$ cat config.mk
export PLATFORM = sky130hd
export DESIGN_NAME = keypad_serial_menu_interpreter
export DESIGN_NICKNAME = d
export VERILOG_FILES = /design/src/inc/menu_pkg.sv /design/src/hw/key_debounce.sv /design/src/hw/beep_gen.sv /design/src/hw/keypad_serial_menu_interpreter.sv
export SDC_FILE = /design/constraint.sdc
export NUM_CORES = 1
export LEC_CHECK = 0
export BUFFER_PORTS_ARGS = -buffer_cell sky130_fd_sc_hd__buf_2
export CAP_MARGIN = 20
export CORE_UTILIZATION = 40
export DETAILED_ROUTE_END_ITERATION = 10
export PLACE_DENSITY_LB_ADDON = 0.25
export SYNTH_ARGS = -nofsm -noshare
export SYNTH_HDL_FRONTEND = slang
export SYNTH_SLANG_ARGS = --single-unit
$ cat constraint.sdc
create_clock -name core_clk -period 2.8 [get_ports core_clk]
set_clock_uncertainty 0.15 [all_clocks]
set_input_delay 0.28 -clock core_clk [delete_from_list [all_inputs] [get_ports core_clk]]
set_output_delay 0.28 -clock core_clk [all_outputs]
set_load 0.01 [all_outputs]
$ cat src/inc/menu_pkg.sv
package menu_pkg;
    // Command values reported to the remote station, one per menu or function
    localparam logic [7:0] CMD_LOGO = 8'h01;
    localparam logic [7:0] CMD_MAIN = 8'h02;
    localparam logic [7:0] CMD_SET = 8'h03;
    localparam logic [7:0] CMD_PROGRAM = 8'h07;
    localparam logic [7:0] CMD_UTILITY = 8'h0b;
    localparam logic [7:0] CMD_STATUS = 8'h0c;
    localparam logic [7:0] CMD_LOCK = 8'h0d;
    // Serial characters
    localparam logic [7:0] CHAR_ONE = 8'h31;
    localparam logic [7:0] CHAR_FOUR = 8'h34;
    localparam logic [7:0] CHAR_THREE = 8'h33;
    localparam logic [7:0] CHAR_SYNC = 8'h35;
    // Timing, clock 250 MHz
    localparam int CLK_MHZ = 250;
    localparam int STATUS_MS = 2000;
    localparam int STATUS_CYCLES = STATUS_MS * 1000 * CLK_MHZ;
    localparam int LOGO_MS = 500;
    localparam int LOGO_CYCLES = LOGO_MS * 1000 * CLK_MHZ;
    localparam int DEBOUNCE_US = 10000;
    localparam int DEBOUNCE_CYCLES = DEBOUNCE_US * CLK_MHZ;
    localparam int BEEP_MS = 150;
    localparam int BEEP_CYCLES = BEEP_MS * 1000 * CLK_MHZ;
    localparam int TONE_US = 500;
    localparam int TONE_CYCLES = TONE_US * CLK_MHZ;
    localparam int BEEP_COUNT = 3;

    typedef enum logic [2:0] {
        ST_LOGO = 3'b000,
        ST_MAIN = 3'b001,
        ST_SET = 3'b010,
        ST_PROGRAM = 3'b011,
        ST_UTILITY = 3'b100,
        ST_STATUS = 3'b101
    } menu_state_t;

    typedef enum logic [1:0] {
        SCR_TEMP = 2'b00,
        SCR_MODE = 2'b01,
        SCR_LINK = 2'b10,
        SCR_CHARS = 2'b11
    } status_screen_t;

    typedef struct packed {
        logic valid;
        logic [7:0] data;
    } byte_msg_t;

    typedef struct packed {
        logic [2:0] menu;
        logic [1:0] screen;
        logic locked;
    } display_t;
endpackage

$ cat src/hw/key_debounce.sv
`timescale 1ns/10ps
module key_debounce #(
    parameter int HOLD_CYCLES = menu_pkg::DEBOUNCE_CYCLES
) (
    input wire logic core_clk,
    input wire logic rst,
    input wire logic key_raw,
    output logic press_pulse
);
    typedef struct packed {
        logic stable;
        logic [31:0] count;
        logic pulse;
    } deb_state_t;

    deb_state_t s_q, s_d;

    always_comb begin
        s_d = s_q;
        s_d.pulse = 1'b0;
        // High level is a press; level must hold before it counts
        if (key_raw == s_q.stable) begin
            s_d.count = 32'h0;
        end else if (s_q.count >= 32'(HOLD_CYCLES - 1)) begin
            s_d.count = 32'h0;
            s_d.stable = key_raw;
            s_d.pulse = key_raw;
        end else begin
            s_d.count = s_q.count + 32'h1;
        end
    end

    always_ff @(posedge core_clk) begin
        if (rst) begin
            s_q <= '0;
        end else begin
            s_q <= s_d;
        end
    end

    assign press_pulse = s_q.pulse;
endmodule

$ cat src/hw/beep_gen.sv
`timescale 1ns/10ps
module beep_gen #(
    parameter int BEEP_LEN = menu_pkg::BEEP_CYCLES,
    parameter int HALF_TONE = menu_pkg::TONE_CYCLES
) (
    input wire logic core_clk,
    input wire logic rst,
    input wire logic start,
    output logic speaker,
    output logic busy
);
    typedef struct packed {
        logic [2:0] phases;
        logic [31:0] count;
        logic [31:0] tone;
        logic spk;
    } beep_state_t;

    beep_state_t s_q, s_d;

    always_comb begin
        s_d = s_q;
        if (s_q.phases == 3'h0) begin
            s_d.spk = 1'b0;
            if (start) begin
                // Three beeps with two gaps between them
                s_d.phases = 3'(2 * menu_pkg::BEEP_COUNT - 1);
                s_d.count = 32'h0;
                s_d.tone = 32'h0;
            end
        end else begin
            if (s_q.count >= 32'(BEEP_LEN - 1)) begin
                s_d.count = 32'h0;
                s_d.phases = s_q.phases - 3'h1;
                s_d.spk = 1'b0;
            end else begin
                s_d.count = s_q.count + 32'h1;
            end
            if (s_q.phases[0]) begin
                if (s_q.tone >= 32'(HALF_TONE - 1)) begin
                    s_d.tone = 32'h0;
                    s_d.spk = ~s_q.spk;
                end else begin
                    s_d.tone = s_q.tone + 32'h1;
                end
            end else begin
                s_d.spk = 1'b0;
            end
        end
    end

    always_ff @(posedge core_clk) begin
        if (rst) begin
            s_q <= '0;
        end else begin
            s_q <= s_d;
        end
    end

    assign speaker = s_q.spk;
    assign busy = (s_q.phases != 3'h0);
endmodule

$ cat src/hw/keypad_serial_menu_interpreter.sv
`timescale 1ns/10ps
module keypad_serial_menu_interpreter #(
    parameter int STATUS_LEN = menu_pkg::STATUS_CYCLES,
    parameter int LOGO_PERIOD = menu_pkg::LOGO_CYCLES,
    parameter int DEBOUNCE_LEN = menu_pkg::DEBOUNCE_CYCLES,
    parameter int BEEP_LEN = menu_pkg::BEEP_CYCLES,
    parameter int HALF_TONE = menu_pkg::TONE_CYCLES
) (
    input wire logic core_clk,
    input wire logic rst,
    input wire logic [3:0] button,
    input wire menu_pkg::byte_msg_t rx_char,
    input wire logic tx_ready,
    output menu_pkg::byte_msg_t tx_char,
    output menu_pkg::display_t display,
    output logic speaker
);
    typedef struct packed {
        menu_pkg::menu_state_t menu;
        menu_pkg::status_screen_t screen;
        logic locked;
        logic [31:0] timer;
        logic tx_pending;
        logic [7:0] tx_value;
        menu_pkg::byte_msg_t tx;
        menu_pkg::display_t disp;
        logic beep_start;
        logic spk;
    } top_state_t;

    top_state_t s_q, s_d;
    logic [3:0] press;
    logic beep_out;
    logic beep_busy;
    logic [2:0] key_num;
    logic key_valid;
    logic sync_req;
    logic from_serial;

    for (genvar i = 0; i < 4; i++) begin : g_deb
        key_debounce #(
            .HOLD_CYCLES(DEBOUNCE_LEN)
        ) u_deb (
            .core_clk(core_clk),
            .rst(rst),
            .key_raw(button[i]),
            .press_pulse(press[i])
        );
    end

    beep_gen #(
        .BEEP_LEN(BEEP_LEN),
        .HALF_TONE(HALF_TONE)
    ) u_beep (
        .core_clk(core_clk),
        .rst(rst),
        .start(s_q.beep_start),
        .speaker(beep_out),
        .busy(beep_busy)
    );

    function automatic logic [7:0] cmd_of(input menu_pkg::menu_state_t m, input logic lk);
        // Distinct value per menu and function
        case (m)
            menu_pkg::ST_LOGO: cmd_of = menu_pkg::CMD_LOGO;
            menu_pkg::ST_MAIN: cmd_of = menu_pkg::CMD_MAIN;
            menu_pkg::ST_SET: cmd_of = menu_pkg::CMD_SET;
            menu_pkg::ST_PROGRAM: cmd_of = menu_pkg::CMD_PROGRAM;
            menu_pkg::ST_UTILITY: cmd_of = lk ? menu_pkg::CMD_LOCK : menu_pkg::CMD_UTILITY;
            menu_pkg::ST_STATUS: cmd_of = menu_pkg::CMD_STATUS;
            default: cmd_of = menu_pkg::CMD_LOGO;
        endcase
    endfunction

    // Merge the two input sources into one key event
    always_comb begin
        key_num = 3'h0;
        key_valid = 1'b0;
        sync_req = 1'b0;
        from_serial = 1'b0;
        if (press != 4'h0) begin
            key_valid = 1'b1;
            // Lowest button wins if two settle in the same cycle
            if (press[0]) begin
                key_num = 3'h1;
            end else if (press[1]) begin
                key_num = 3'h2;
            end else if (press[2]) begin
                key_num = 3'h3;
            end else begin
                key_num = 3'h4;
            end
        end else if (rx_char.valid) begin
            if (rx_char.data >= menu_pkg::CHAR_ONE && rx_char.data <= menu_pkg::CHAR_FOUR) begin
                key_valid = 1'b1;
                from_serial = 1'b1;
                key_num = 3'(rx_char.data - menu_pkg::CHAR_ONE) + 3'h1;
            end else if (rx_char.data == menu_pkg::CHAR_SYNC) begin
                sync_req = 1'b1;
            end
            // Anything else falls through unused
        end
    end

    always_comb begin
        s_d = s_q;
        s_d.beep_start = 1'b0;
        s_d.spk = beep_out;
        if (s_q.tx.valid && tx_ready) begin
            s_d.tx.valid = 1'b0;
        end
        if (s_q.timer != 32'h0) begin
            s_d.timer = s_q.timer - 32'h1;
        end

        case (s_q.menu)
            menu_pkg::ST_LOGO: begin
                if (key_valid) begin
                    s_d.menu = menu_pkg::ST_MAIN;
                    s_d.tx_pending = 1'b1;
                end else if (s_q.timer == 32'h0) begin
                    // Repeat announce; a busy link holds it pending until the slot frees
                    s_d.timer = 32'(LOGO_PERIOD - 1);
                    s_d.tx_pending = 1'b1;
                end
            end
            menu_pkg::ST_MAIN: begin
                if (key_valid) begin
                    s_d.tx_pending = 1'b1;
                    case (key_num)
                        3'h1: s_d.menu = menu_pkg::ST_SET;
                        3'h2: s_d.menu = menu_pkg::ST_PROGRAM;
                        3'h3: s_d.menu = menu_pkg::ST_UTILITY;
                        default: s_d.menu = menu_pkg::ST_LOGO;
                    endcase
                end
            end
            menu_pkg::ST_SET, menu_pkg::ST_PROGRAM: begin
                // Submenus are outside this block; button four backs out
                if (key_valid && key_num == 3'h4) begin
                    s_d.menu = menu_pkg::ST_MAIN;
                    s_d.tx_pending = 1'b1;
                end
            end
            menu_pkg::ST_UTILITY: begin
                if (key_valid && key_num == 3'h2) begin
                    s_d.locked = ~s_q.locked;
                    s_d.tx_pending = 1'b1;
                end else if (key_valid && !s_q.locked) begin
                    if (key_num == 3'h1) begin
                        s_d.menu = menu_pkg::ST_STATUS;
                        s_d.screen = menu_pkg::SCR_TEMP;
                        s_d.timer = 32'(STATUS_LEN - 1);
                        s_d.tx_pending = 1'b1;
                    end else if (key_num == 3'h3) begin
                        if (from_serial && !beep_busy) begin
                            s_d.beep_start = 1'b1;
                        end
                    end else begin
                        s_d.menu = menu_pkg::ST_MAIN;
                        s_d.tx_pending = 1'b1;
                    end
                end
            end
            menu_pkg::ST_STATUS: begin
                // Screens run on their own; key presses are not taken meanwhile, a sync still resends
                if (s_q.timer == 32'h0) begin
                    if (s_q.screen == menu_pkg::SCR_CHARS) begin
                        s_d.menu = menu_pkg::ST_UTILITY;
                        s_d.tx_pending = 1'b1;
                    end else begin
                        s_d.screen = menu_pkg::status_screen_t'(s_q.screen + 2'h1);
                        s_d.timer = 32'(STATUS_LEN - 1);
                    end
                end
            end
            default: begin
                s_d.menu = menu_pkg::ST_LOGO;
            end
        endcase

        if (sync_req) begin
            s_d.tx_pending = 1'b1;
        end
        if (s_d.menu != menu_pkg::ST_LOGO && s_q.menu == menu_pkg::ST_LOGO) begin
            s_d.timer = 32'h0;
        end

        // Send the value of the state being entered, latest wins
        s_d.tx_value = cmd_of(s_d.menu, s_d.locked);
        if (s_d.tx_pending && !s_d.tx.valid) begin
            s_d.tx.valid = 1'b1;
            s_d.tx.data = s_d.tx_value;
            s_d.tx_pending = 1'b0;
        end

        s_d.disp.menu = s_d.menu;
        s_d.disp.screen = s_d.screen;
        s_d.disp.locked = s_d.locked;
    end

    always_ff @(posedge core_clk) begin
        if (rst) begin
            s_q <= '0;
            s_q.tx_value <= menu_pkg::CMD_LOGO;
        end else begin
            s_q <= s_d;
        end
    end

    assign tx_char = s_q.tx;
    assign display = s_q.disp;
    assign speaker = s_q.spk;
endmodule

# Word level (Yosys, flattened, before mapping)
# Index checks and enable logic that the tools add are counted.
op_classes:
  addsub: 11
  mul: 0
  n_div: 0
  order_cmp: 8
  n_eq_ne: 26
  n_shift: 0
  n_mux: 62
  n_bitwise: 14
  n_reduce_logical: 42
op_table:
  columns: ["cell", "count"]
  rows:
  - ["$mux W32", 8]
  - ["$add A32 B1 Y32 const B", 6]
  - ["$ge A32 B22 Y1 const B", 4]
  - ["$mux W33", 3]
  - ["$pmux W32 S3", 1]
  - ["$mux W68", 1]
  - ["$mux W67", 1]
  - ["$mux W3", 14]
  - ["$ge A32 B17 Y1 const B", 1]
  - ["$ge A32 B26 Y1 const B", 1]
  - ["$logic_not A32 Y1", 1]
  - ["$reduce_bool A32 Y1", 1]
  - ["$sub A32 B1 Y32 const B", 1]
  - ["$reduce_or A3 Y1", 9]
  - ["$mux W1", 23]
  - ["$pmux W4 S5", 1]
  - ["$eq A3 B2 Y1 const B", 6]
  - ["$eq A3 B3 Y1 const B", 5]
  - ["$mux W5", 3]
  - ["$pmux W3 S5", 1]
  - ["$not A1 Y1", 14]
  - ["$ne A2 B2 Y1 const B", 6]
  - ["$reduce_and A2 Y1", 6]
  - ["$eq A3 B1 Y1 const B", 3]
  - ["22 further kinds", 43]
totals:
  reg_bits: 254
  latchBits: 0
  ramBits: 0
  romBits: 0
  input_bits: 16
  out_inout_bits: 16
  elab_cells: 188
  mem_count: 0

# Logic depth before layout (Yosys ltp)
# Gate-level depths: netlist (run 1).
depth:
  word_depth: 14
  mapped_depth: 11
  ltp_nobuf: 11

# Hierarchy
# A second synthesis (run 1) with hierarchy kept.
unflattened:
  cells_unflattened: 1274
  hier_area_um2: 11551.1
by_module_without_submodules:
  columns: ["mod", "n_inst", "cells_per_inst", "area_each_um2", "seq_area_each_um2"]
  rows:
  - ["key_debounce", 4, 138, 1391.3, 680.7]
  - ["beep_gen", 1, 381, 3131.8, 1361.3]
  - ["keypad_serial_menu_interpreter", 1, 341, 2854.0, 920.9]

# Worst setup path before layout (run 1)
# OpenSTA, ideal clock, no wires.
synth_path:
  path_kind: "reg2reg"
  from: "register s_q[50] in the netlist's numbering"
  to: "register s_q, in the netlist tx_char[3]"
  setup_ns: 0.128
  arrival_time_ns: 2.496
  t_required_ns: 2.522
  slack_ns: 0.026
  path_stages_with_launch: 8
  path_buffers: 0
  synth_period_minus_slack_ns: 2.774
  path_cell_list: "dfxtp_1 -> or4_4 -> or4_4 -> nand4bb_4 -> or3_4 -> a32oi_4 -> mux2i_1 -> nor2_1"
synth_via:
  elab_chain_len: 6
  word_cells_on_any_way: 15
  cone_classes: "eq/ne (5); mux (8); reduce/logical (2)"
synth_lines:
  columns: ["element", "line", "source"]
  rows:
  - ["start, declared", "keypad_serial_menu_interpreter.sv:31", "top_state_t s_q, s_d;"]
  - ["$logic_not A32 Y1 *", "keypad_serial_menu_interpreter.sv:121, keypad_serial_menu_interpreter.sv:167", null]
  - ["branches (longest 5 deep; another with $mux W5)", null, null]
# Mark *: on every way between the ends. The select of a mux whose other input is x is not followed.
# A chain may end at the register's enable or synchronous reset.

# Final worst setup path (run 1)
layout_path:
  from: "register s_q[50] in the netlist's numbering"
  to: "register s_q, in the netlist tx_char[1]"
# Same word-level chain as after synthesis.

==> results of run 1 <==
-- repair_timing --
item	in CTS	in global routing
hold buffers	6	0
endpoints found under the hold margin	12	0
setup buffers	0	3
setup endpoints to repair	1	36
resized for setup	0	11
pin swaps	0	4
-- report_power, final --
group,switching [W],internal [W]
Sequential,0.000195,0.00379
Clock,0.00146,0.00229
Combinational,0.00137,0.00115
Total,0.00302,0.00724
-- through the flow --
stage               utilization [%]  hold slack, ns  worst slack (ns)  setup TNS [ns]
global placement               43.7           0.274            0.0216               0
finish                         47.8           0.253          -0.00854        -0.00854
CTS                            47.6           0.217          -0.00574        -0.00574
floorplan                         -           0.263            0.0263               0
detailed placement             43.7           0.282           0.00220               0
global route                   47.8           0.266            -0.111          -0.362
-- worst reg2reg max path, cell delays in order (launching register included) --
cell and delay, ns:
dfxtp_2 0.32, or4_4 0.52, or4_4 0.47, nand4bb_4 0.26, or3_4 0.36, a32oi_4 0.34
buf_4 0.17, a41oi_1 0.08
-- area by class of cell --
type | instances | share of cell area [%]
Clock buffer | 39 | 6.47
Tap cell | 335 | 3.34
Timing Repair Buffer | 75 | 4.10
Sequential cell | 250 | 39.9
Multi-Input combinational cell | 939 | 44.3
Inverter | 23 | 0.688
Clock inverter | 10 | 1.21
-- logic make-up (layout without fill, tap and decap cells) --
group | after synthesis | count (layout)
multiplexers | 6 | 6
other | 1 | 44
AO/OA/AOI/OAI | 191 | 191
XOR/XNOR | 117 | 117
adder cells (fa/ha/maj) | 10 | 10
flip-flops | 250 | 250
buffers and inverters | 76 | 147
AND/OR/NAND/NOR | 571 | 571
-- registers in the layout, summed over array words and instances, names as in the netlist --
name,cells
g_deb.u_deb.s_q,132
u_beep.s_q,67
s_q,34
display,6
tx_char,5
g_deb.u_deb.press_pulse,4
speaker,1
u_beep.speaker,1
-- cells in the final DEF (no fill, tap or decap), types with 5 or more instances in the layout --
cell type / instances
a21oi_1: 51
a31oi_1: 14
a41oi_1: 6
and2_1: 14
and3_1: 45
and4_1: 13
buf_2: 27
buf_4: 41
clkbuf_16: 27
clkbuf_8: 9
conb_1: 44
dfxtp_1: 249
dlygate4sd3_1: 6
ha_1: 10
inv_1: 23
mux2i_1: 5
nand2_1: 118
nand2b_1: 7
nand3_1: 48
nand4_1: 25
nand4b_1: 6
nor2_1: 176
nor2b_1: 12
nor3_1: 32
nor4_1: 27
o21ai_0: 50
o31ai_1: 13
or3_1: 15
or4_1: 9
xnor2_1: 58
xor2_1: 59
-- routing by layer --
layer / vias to the layer above / wire (um) / GRT usage (%)
li1: 4445 / - / -
met5: - / 0 / 0
met4: 0 / 490 / 4.79
met2: 127 / 9210 / 24.9
met3: 41 / 766 / 2.41
met1: 3857 / 10700 / 21.4
-- synth_stat cells, types with 3 or more instances --
| cell type | number |
|---|---|
| o22ai_1 | 3 |
| a311oi_1 | 4 |
| o211ai_1 | 3 |
| nor4_1 | 27 |
| o2111ai_1 | 3 |
| or3b_2 | 3 |
| nand2_1 | 118 |
| o311a_1 | 4 |
| nand4_1 | 25 |
| and4_1 | 13 |
| a22oi_1 | 4 |
| o31a_1 | 4 |
| dfxtp_1 | 250 |
| o31ai_1 | 13 |
| inv_1 | 23 |
| buf_2 | 3 |
| clkbuf_8 | 4 |
| o21bai_1 | 3 |
| xnor2_1 | 58 |
| o21ai_0 | 51 |
| buf_4 | 15 |
| nor2_1 | 177 |
| and2_1 | 14 |
| xor2_1 | 59 |
| clkbuf_1 | 30 |
| o41ai_1 | 3 |
| and3_1 | 45 |
| nand2b_1 | 7 |
| a41oi_1 | 6 |
| nand3_1 | 49 |
| or4_1 | 9 |
| a31oi_1 | 14 |
| ha_1 | 10 |
| nand4b_1 | 6 |
| mux2i_1 | 5 |
| nor2b_1 | 12 |
| nor4b_1 | 4 |
| a21oi_1 | 52 |
| nor3_1 | 32 |
| or3_1 | 15 |
-- path summary, 6_finish.rpt --
check                                            from                     to  slack, ns  cells after the start
worst max-delay path                          s_q[50]             tx_char[1]     -0.009                      7
worst min-delay path                       rx_char[2]             display[4]       0.25                      5
worst max register to register                s_q[50]             tx_char[1]     -0.009                      7
worst min register to register  g_deb[1].u_deb.s_q[1]  g_deb[1].u_deb.s_q[1]       0.30                      1
==> impl_results.md, run 1 <==
- Status: finished with violations
- Failing checks: design-rule violations, negative setup slack
- Design Area, Final: 12500 um2
- CP max-delay cell: or4_4
- XOR/XNOR Fraction of Synth Area: 9.53%
- Slew Limit Fails: 0
- # DRC: 8
- Final min period: 2.81 ns
- Main combinational cell family by area after synthesis: simple AND/OR/NAND/NOR gates
- Delay-heaviest family, CP: simple AND/OR/NAND/NOR gates
- Worst relative slew slack: 52.6%
- Area of the die: 27500 um2
- Synth warn: 0
- Clk_lat worst skew: 0.55 ns
- Ys async rst share: 0%
- Static leakage: 4.68 nW
- Post-Route WL: 21.1 mm
- Cell count after synthesis: 1222
- Area contributors post-synth: dfxtp_1 (47%), nor2_1 (6.2%), xor2_1 (4.8%)
- CP most frequent cell: or4_4
- Ant diodes: 0
- Number of top-level pins: 32
- Starting Density: 41.0%
- Worst hold path class: in2reg
- Sequential cell area: 5010 um2
- Area grow syn2layout: 16.7%
- PnR worst setup slack: -0.00854 ns
- Vias in the first global route: 7870
- Compound-Gate Fraction of Synth Area: 11.7%
- Prevailing post-synth register cell: dfxtp_1
- Layout cells sized above 1: 11.0%
- Final Cycle Share: 100%
- H-tree levels: 1
- Worst-Margin Slew: 0.710 ns
- Yosys cell types: 75
- Non-Filler Instances: 1671
- Final HPWL DP: 14.5 mm
- Setup CP Type: reg2reg
- IO Port Bufs: 27
- Placed Area: 11500 um2
- Post-layout net count: 1342
- CTS tree: yes
- # rows: 59
- Clk root buf: clkbuf_16
- Starting DRT DRC Count: 425
- Core area: 26200 um2
- DRT antenna net count: 0
- Initial antenna violation count: 0
- Worst-path fanout max: 7
- MaxCap Viol Count: 0
- Mux contribution to synthesized area: 0.570%
- Post-synthesis sequential area ratio: 46.6%
- Synth top area share: 46.6%
- Global-route wire length before repair: 37.0 mm
- Detailed-route via count: 8470
- Worst EP required: 3.04 ns
- Post-Synth Simple-Gate Area: 26.8%
- CTS clock-pin slew for the worst setup and hold paths: 0.06 ns
- Pin count of the biggest net entering global routing: 28
- GPL Wtd Cong: 0.831
- Sink Count: 250
- Total Routing Usage GR: 15.5%
- Critical Path AT: 3.05 ns
- Number of filler instances in the final layout: 2501
- Mean Syn Cell Area: 8.80 um2
- RSZ-0062 raised after global routing: yes
- Drt via density: 5.07
- Pwr Density: 818 nW/um2
- Total CTS buffers: 27
- Overflow after GRT: 0
- Crit-path cells: or4_4 > or4_4 > nand4bb_4 > or3_4 > a32oi_4 > buf_4 > a41oi_1
- Worst VDD drop: 517 uV
- Post-Synth Adder-Cell Area: 1.16%
- Placed cells: 1613
- Die Ht: 166 um
- Synth area leader: dfxtp_1
- Final setup viols: 1
- CTS Buffer Depth: 3
- Startpoint types: register
- Final Hold Viols: 0
- Detailed Routing Iterations Pass 1: 8
- Combined area of the multi-input logic cells: 5550 um2
- F_max: 356 MHz
- Mapped cell area: 10700 um2
- Die width: 166 um
- Number of flops mapped to enable cells by yosys: 0
- Worst path max stage delay: 0.52 ns
- Critical Path End Type: register
- Worst path bufs/invs: 1
- Synth Register Bits: 250
- Routed len/inst: 12.7 um
- Final Power: 0.0103 W
No activity file was read; power rests on OpenSTA's default activity.
==> run 2: changes to the inputs <==
--- a/config.mk
+++ b/config.mk
@@ -9,7 +9,7 @@
 export CAP_MARGIN = 20
 export CORE_UTILIZATION = 40
 export DETAILED_ROUTE_END_ITERATION = 10
-export PLACE_DENSITY_LB_ADDON = 0.25
+export PLACE_DENSITY = 0.65
 export SYNTH_ARGS = -nofsm -noshare
 export SYNTH_HDL_FRONTEND = slang
 export SYNTH_SLANG_ARGS = --single-unit
==> run 2 against run 1 <==
Effect of this change:
- the flow finishes with violations (design-rule violations)
- count of clock-buffer cells in the layout fell by 3
- setup slack improved by 0.014 ns
- combinational power barely moved
- die area did not move
- total power fell by 1.1%
- sequential cell count did not move
- largest cell class unchanged
- final area fell by 0.60%
- non-clock buffer count fell by 4
- first-iteration DRC count did not move
==> impl_results.md, run 2 (synthesis results as in run 1) <==
- Status: finished with violations
- Failing checks: design-rule violations
- Top Registers: g_deb.u_deb.s_q x132, u_beep.s_q x67, s_q x34
- Crit-path cells: or4_4 > or4_4 > nand4bb_4 > or3_4 > a32oi_4 > mux2i_1 > nor2_1
- Max reg flops: 132 (unchanged)
- Static leakage: 4.63 nW (-0.88%)
- Post-layout net count: 1338 (-0.30%)
- Hold path startpoint: rst
- Total CTS buffers: 27 (unchanged)
- R2R Path Start: s_q[50]
- Most common cell after layout, fill and taps aside: dfxtp_1
- CP most frequent cell: or4_4
- Drt via density: 5.09 (+0.41%)
- Area of the die: 27500 um2 (unchanged)
- Worst relative slew slack: 52.8% (+0.17 points)
- Worst VDD drop: 491 uV (-4.9%)
- H-tree levels: 1 (unchanged)
- Worst-path fanout max: 7 (unchanged)
- Detailed Routing Iterations Pass 1: 8 (unchanged)
- Slew Limit Fails: 0 (unchanged)
- Die Ht: 166 um (unchanged)
- Clk root buf: clkbuf_16
- Final min period: 2.79 ns (-0.0142 ns)
- Worst setup startpoint: s_q[50]
- Clk_lat worst skew: 0.55 ns (about the same)
- Number of top-level pins: 32 (unchanged)
- Overflow after GRT: 0 (unchanged)
- CTS tree: yes
- Reg with most FFs: g_deb.u_deb.s_q
- R2R depth: 7 (unchanged)
- Final Cycle Share: 99.8% (-0.51 points)
- Pin count of the biggest net entering global routing: 40 (+43%)
- Final Power: 0.0101 W (-1.1%)
- Die width: 166 um (unchanged)
- Critical Path AT: 3.06 ns (about the same)
- IO Port Bufs: 27 (unchanged)
- Initial antenna violation count: 1 (+1)
- Final HPWL DP: 14.7 mm (+1.5%)
- CP max-delay cell: or4_4
- Final core utilization: 47.6% (-0.29 points)
- F_max: 358 MHz (+0.51%)
- Area grow syn2layout: 16.0%
- R2r endpoint: tx_char[3]
- Worst path bufs/invs: 0 (-1)
- RSZ-0062 raised after global routing: yes
- Setup TNS Final: 0 ns (+0.00854 ns)
- Hold path cells: 4 (-1)
- Final Hold Viols: 0 (unchanged)
- CTS Buffer Depth: 3 (unchanged)
- CP Depth: 7 (unchanged)
- Starting DRT DRC Count: 425 (unchanged)
- Delay-heaviest family, CP: simple AND/OR/NAND/NOR gates
- Setup CP Type: reg2reg
- Total Routing Usage GR: 15.1% (-0.39 points)
- Critical path endpoint: tx_char[3]
- Worst-Margin Slew: 0.708 ns (-0.00251 ns)
- Most frequent cells in the layout: dfxtp_1 (249), nor2_1 (177), nand2_1 (118)
- Worst hold path class: in2reg
- # DRC: 5 (-3)
- MaxCap Viol Count: 0 (unchanged)
- Detailed-route via count: 8484 (+0.17%)
- GPL Wtd Cong: 0.806 (-3.0%)
- Starting Density: 41.0% (unchanged)
- DRT antenna net count: 0 (unchanged)
- Pwr Density: 814 nW/um2 (-0.52%)
- # rows: 59 (unchanged)
- Routed len/inst: 12.7 um (+0.42%)
- Post-Route WL: 21.2 mm (+0.17%)
- Sink Count: 250 (unchanged)
- Layout cells sized above 1: 10.6% (-0.41 points)
- Worst EP required: 3.06 ns (+0.02 ns)
- Critical Path End Type: register
- Global-route wire length before repair: 35.9 mm (-2.9%)
- Worst path max stage delay: 0.53 ns (about the same)
- Vias in the first global route: 7700 (-2.2%)
- CTS clock-pin slew for the worst setup and hold paths: 0.06 ns (about the same)
- R2r setup slk: 0.006 ns (about the same)
- Startpoint types: register
- Core area: 26200 um2 (unchanged)
- Final setup viols: 0 (-1)
[run 2: cell types whose count changed in the layout (fill, tap and decap cells not counted), moves of 2 or more]
cell      delta
clkbuf_1     +2
clkbuf_8     -5
buf_4        -4
clkinv_2     +3
[run 2: power breakdown]
part / internal [W] / leakage, nW / total, W / switching [W]
Clock: 0.00216 / 0.444 / 0.00362 / 0.00145
Sequential: 0.00379 / 2.04 / 0.00400 / 0.000214
Combinational: 0.00117 / 2.16 / 0.00252 / 0.00136
[run 2: per-layer routing]
metal	up-vias	wire length (um)	global-route usage (%)
met5	-	0	0
met4	0	521	4.67
met3	34	866	2.74
met2	115	9230	23.8
met1	3892	10600	20.9
li1	4443	-	-
[run 2: worst min path at each step]
stage	endpoint	slack, ns
floorplan	g_deb[1].u_deb.s_q[1]	0.26
global placement	g_deb[1].u_deb.s_q[1]	0.27
detailed placement	g_deb[1].u_deb.s_q[1]	0.28
CTS	g_deb[2].u_deb.s_q[33]	0.14
global route	g_deb[1].u_deb.s_q[33]	0.16
finish	s_q[1]	0.13
[run 2: cell type report]
| cell class | instances | area [um2] |
|---|---|---|
| fillers | 2470 | 13700 |
| multi-input cells | 939 | 5550 |
| flip-flops and latches | 250 | 5010 |
| clock buffers | 36 | 749 |
| repair buffers | 71 | 494 |
| well taps | 335 | 419 |
| clock inverters | 12 | 159 |
| inverters | 23 | 86.3 |
| diodes | 1 | 2.50 |
[run 2: worst register-to-register path, stage by stage (launching register included)]
cell,delay [ns]
dfxtp_2,0.32
or4_4,0.53
or4_4,0.47
nand4bb_4,0.26
or3_4,0.36
a32oi_4,0.32
mux2i_1,0.22
nor2_1,0.05
[run 2: through the flow]
step	instance area [um2]	cells	worst slack, ns	hold WS, ns
2_1_floorplan	10900	1265	0.0263	0.263
3_3_place_gp	11500	1611	0.0272	0.273
3_5_place_dp	11500	1611	0.0163	0.282
4_1_cts	12400	1664	-0.00426	0.139
5_1_grt	12500	1667	-0.0917	0.164
6_report	12500	1667	0.00567	0.135
[run 2: what timing repair did]
item,4_1_cts,5_1_grt
hold endpoints to repair,10,0
pin swaps,0,1
resized for setup,0,9
setup endpoints to repair,1,27
setup buffers,0,2
gates cloned,0,0
hold buffers,5,0
==> run 3: changes to the inputs <==
--- a/config.mk
+++ b/config.mk
@@ -7,9 +7,10 @@
 export LEC_CHECK = 0
 export BUFFER_PORTS_ARGS = -buffer_cell sky130_fd_sc_hd__buf_2
 export CAP_MARGIN = 20
-export CORE_UTILIZATION = 40
+export CORE_MARGIN = 8
+export CORE_UTILIZATION = 56
 export DETAILED_ROUTE_END_ITERATION = 10
-export PLACE_DENSITY = 0.65
+export PLACE_DENSITY = 0.84
 export SYNTH_ARGS = -nofsm -noshare
 export SYNTH_HDL_FRONTEND = slang
 export SYNTH_SLANG_ARGS = --single-unit
==> run 3 against run 2 <==
Effect of this change:
- the flow now finishes without violations
- hold slack got worse by 0.096 ns
- die area fell by 13%
- sequential share of layout area up 0.41 points
- non-clock buffer count down 3
- sequential cell count unchanged
==> impl_results.md, run 3 (synthesis results as in run 1) <==
- Status: finished, final reports clean
- Most frequent cells in the layout: dfxtp_1 (250), nor2_1 (177), nand2_1 (117)
- Final Cycle Share: 99.5% (-0.33 points)
- Slew Limit Fails: 0 (unchanged)
- Core area: 18800 um2 (-28%)
- GPL Wtd Cong: 0.882 (+9.4%)
- Total Routing Usage GR: 18.0% (+2.9 points)
- Worst-path fanout max: 6 (-1)
- Pwr Density: 824 nW/um2 (+1.3%)
- Reg with most FFs: g_deb.u_deb.s_q
- Final HPWL DP: 14.7 mm (-0.37%)
- Vias in the first global route: 8256 (+7.2%)
- MaxCap Viol Count: 0 (unchanged)
- Worst path max stage delay: 0.53 ns (about the same)
- Ant diodes: 0 (-1)
- Static leakage: 4.64 nW (+0.18%)
- Final min period: 2.79 ns (-0.00913 ns)
- RSZ-0062 raised after global routing: yes
- Sequential share of power: 39.4% (about the same)
- Starting Density: 57.3% (+16 points)
- Pin count of the biggest net entering global routing: 40 (unchanged)
- Die width: 155 um (-6.9%)
- P_int: 0.00717 W (+0.67%)
- Startpoint types: register
- Worst hold path class: in2reg
- Critical Path AT: 3.06 ns (about the same)
- H-tree levels: 1 (unchanged)
- PnR worst setup slack: 0.0148 ns (+0.00913 ns)
- # rows: 50 (-15%)
- Crit-path cells: or4_4 > or4_4 > nand4bb_4 > or3_4 > a32oi_4 > nor2_1 > a311oi_1
- Final core utilization: 65.7% (+18 points)
- Worst relative slew slack: 53.0% (+0.14 points)
- Pre-CTS setup slack: -0.0155 ns (-0.0318 ns)
- Layout cells sized above 1: 10.3% (-0.25 points)
- Global-route wire length before repair: 37.3 mm (+3.8%)
- CTS tree: yes
- CTS Buffer Depth: 3 (unchanged)
- Die Ht: 155 um (-6.9%)
- Design Area, Final: 12300 um2 (-1.0%)
- DRT antenna net count: 0 (unchanged)
- Area grow syn2layout: 14.8%
- Most common cell after layout, fill and taps aside: dfxtp_1
- Routed len/inst: 13.9 um (+9.5%)
- Placed Area: 11300 um2 (-1.3%)
- Delay-heaviest family, CP: simple AND/OR/NAND/NOR gates
- F_max: 359 MHz (+0.33%)
- Number of top-level pins: 32 (unchanged)
- Initial antenna violation count: 0 (-1)
- CP max-delay cell: or4_4
- Gate power share: 24.8% (about the same)
- Setup TNS Final: 0 ns (unchanged)
- Detailed Routing Iterations Pass 1: 6 (-2)
- Clk root buf: clkbuf_16
- CP most frequent cell: or4_4
- Top Registers: g_deb.u_deb.s_q x132, u_beep.s_q x67, s_q x34
- Final setup viols: 0 (unchanged)
- Critical Path End Type: register
- Total CTS buffers: 26 (-3.7%)
- Setup CP Type: reg2reg
- Max reg flops: 132 (unchanged)
- Sink Count: 250 (unchanged)
- Area of the die: 23900 um2 (-13%)
- Net Sw Frac: 29.5% (-0.29 points)
- # DRC: 0 (-5)
- Worst-Margin Slew: 0.706 ns (-0.00212 ns)
- Post-Route WL: 21.7 mm (+2.4%)
- Worst VDD drop: 597 uV (+22%)
- Clk_lat worst skew: 0.54 ns (about the same)
- Post-layout net count: 1334 (-0.30%)
- Detailed-route via count: 8672 (+2.2%)
- Clk pwr share: 35.9% (+0.2 points)
- Overflow after GRT: 0 (unchanged)
- Drt via density: 5.56 (+9.3%)
- Psw: 0.00300 W (-0.74%)
- WHS: 0.0393 ns (-0.0955 ns)
- Worst path bufs/invs: 0 (unchanged)
- Starting DRT DRC Count: 577 (+36%)
- Worst EP required: 3.08 ns (+0.02 ns)
- CTS clock-pin slew for the worst setup and hold paths: 0.06 ns (about the same)
- Final Hold Viols: 0 (unchanged)
- IO Port Bufs: 27 (unchanged)
-- run 3: metal layers --
metal	global-route usage, %	wire, um
met1	23.3	10300
met3	3.37	947
met2	30.3	10100
met4	4.81	375
met5	0	0
-- run 3: metrics by stage --
step | total power (W) | cells
after detailed placement | 0.00647 | 1507
after floorplan | 0.00582 | 1265
after CTS | 0.0102 | 1559
final | 0.0102 | 1559
after global placement | 0.00640 | 1507
after global routing | 0.0107 | 1559
-- run 3: what timing repair did --
action | in CTS | in global routing
gates resized for setup | 0 | 9
pin swaps | 1 | 3
hold buffers | 5 | 0
hold endpoints to repair | 10 | 0
setup endpoints to repair | 3 | 24
buffers inserted | 2 | 0
-- run 3: path summary, 6_finish.rpt --
kind | startpoint | endpoint | slack, ns | cells past startpoint
setup / recovery | s_q[50] | tx_char[0] | 0.01 | 7
hold / removal | rst | u_beep.s_q[33] | 0.04 | 3
setup reg to reg | s_q[50] | tx_char[0] | 0.01 | 7
hold reg to reg | g_deb[1].u_deb.s_q[1] | g_deb[1].u_deb.s_q[1] | 0.30 | 1
-- run 3: cell type report --
cell class | instances | area (um2)
Clock inverter | 11 | 180
Timing Repair Buffer | 68 | 475
Multi-Input combinational cell | 939 | 5540
Fill cell | 1487 | 6430
Inverter | 23 | 86.3
Clock buffer | 34 | 751
Sequential cell | 250 | 5000
Tap cell | 234 | 293
-- run 3: tightest hold or removal path: cells and delay by family --
family	cells	cell delay [ns]
buffers and inverters	2	0.30
AND/OR/NAND/NOR	1	0.11
-- run 3: power groups by stage --
stage	clock network (W)	registers [W]	logic, W
3_3_place_gp	0	0.00406	0.00234
2_1_floorplan	0	0.00402	0.00180
4_1_cts	0.00372	0.00400	0.00247
3_5_place_dp	0	0.00407	0.00240
6_report	0.00365	0.00400	0.00252
5_1_grt	0.00388	0.00403	0.00281
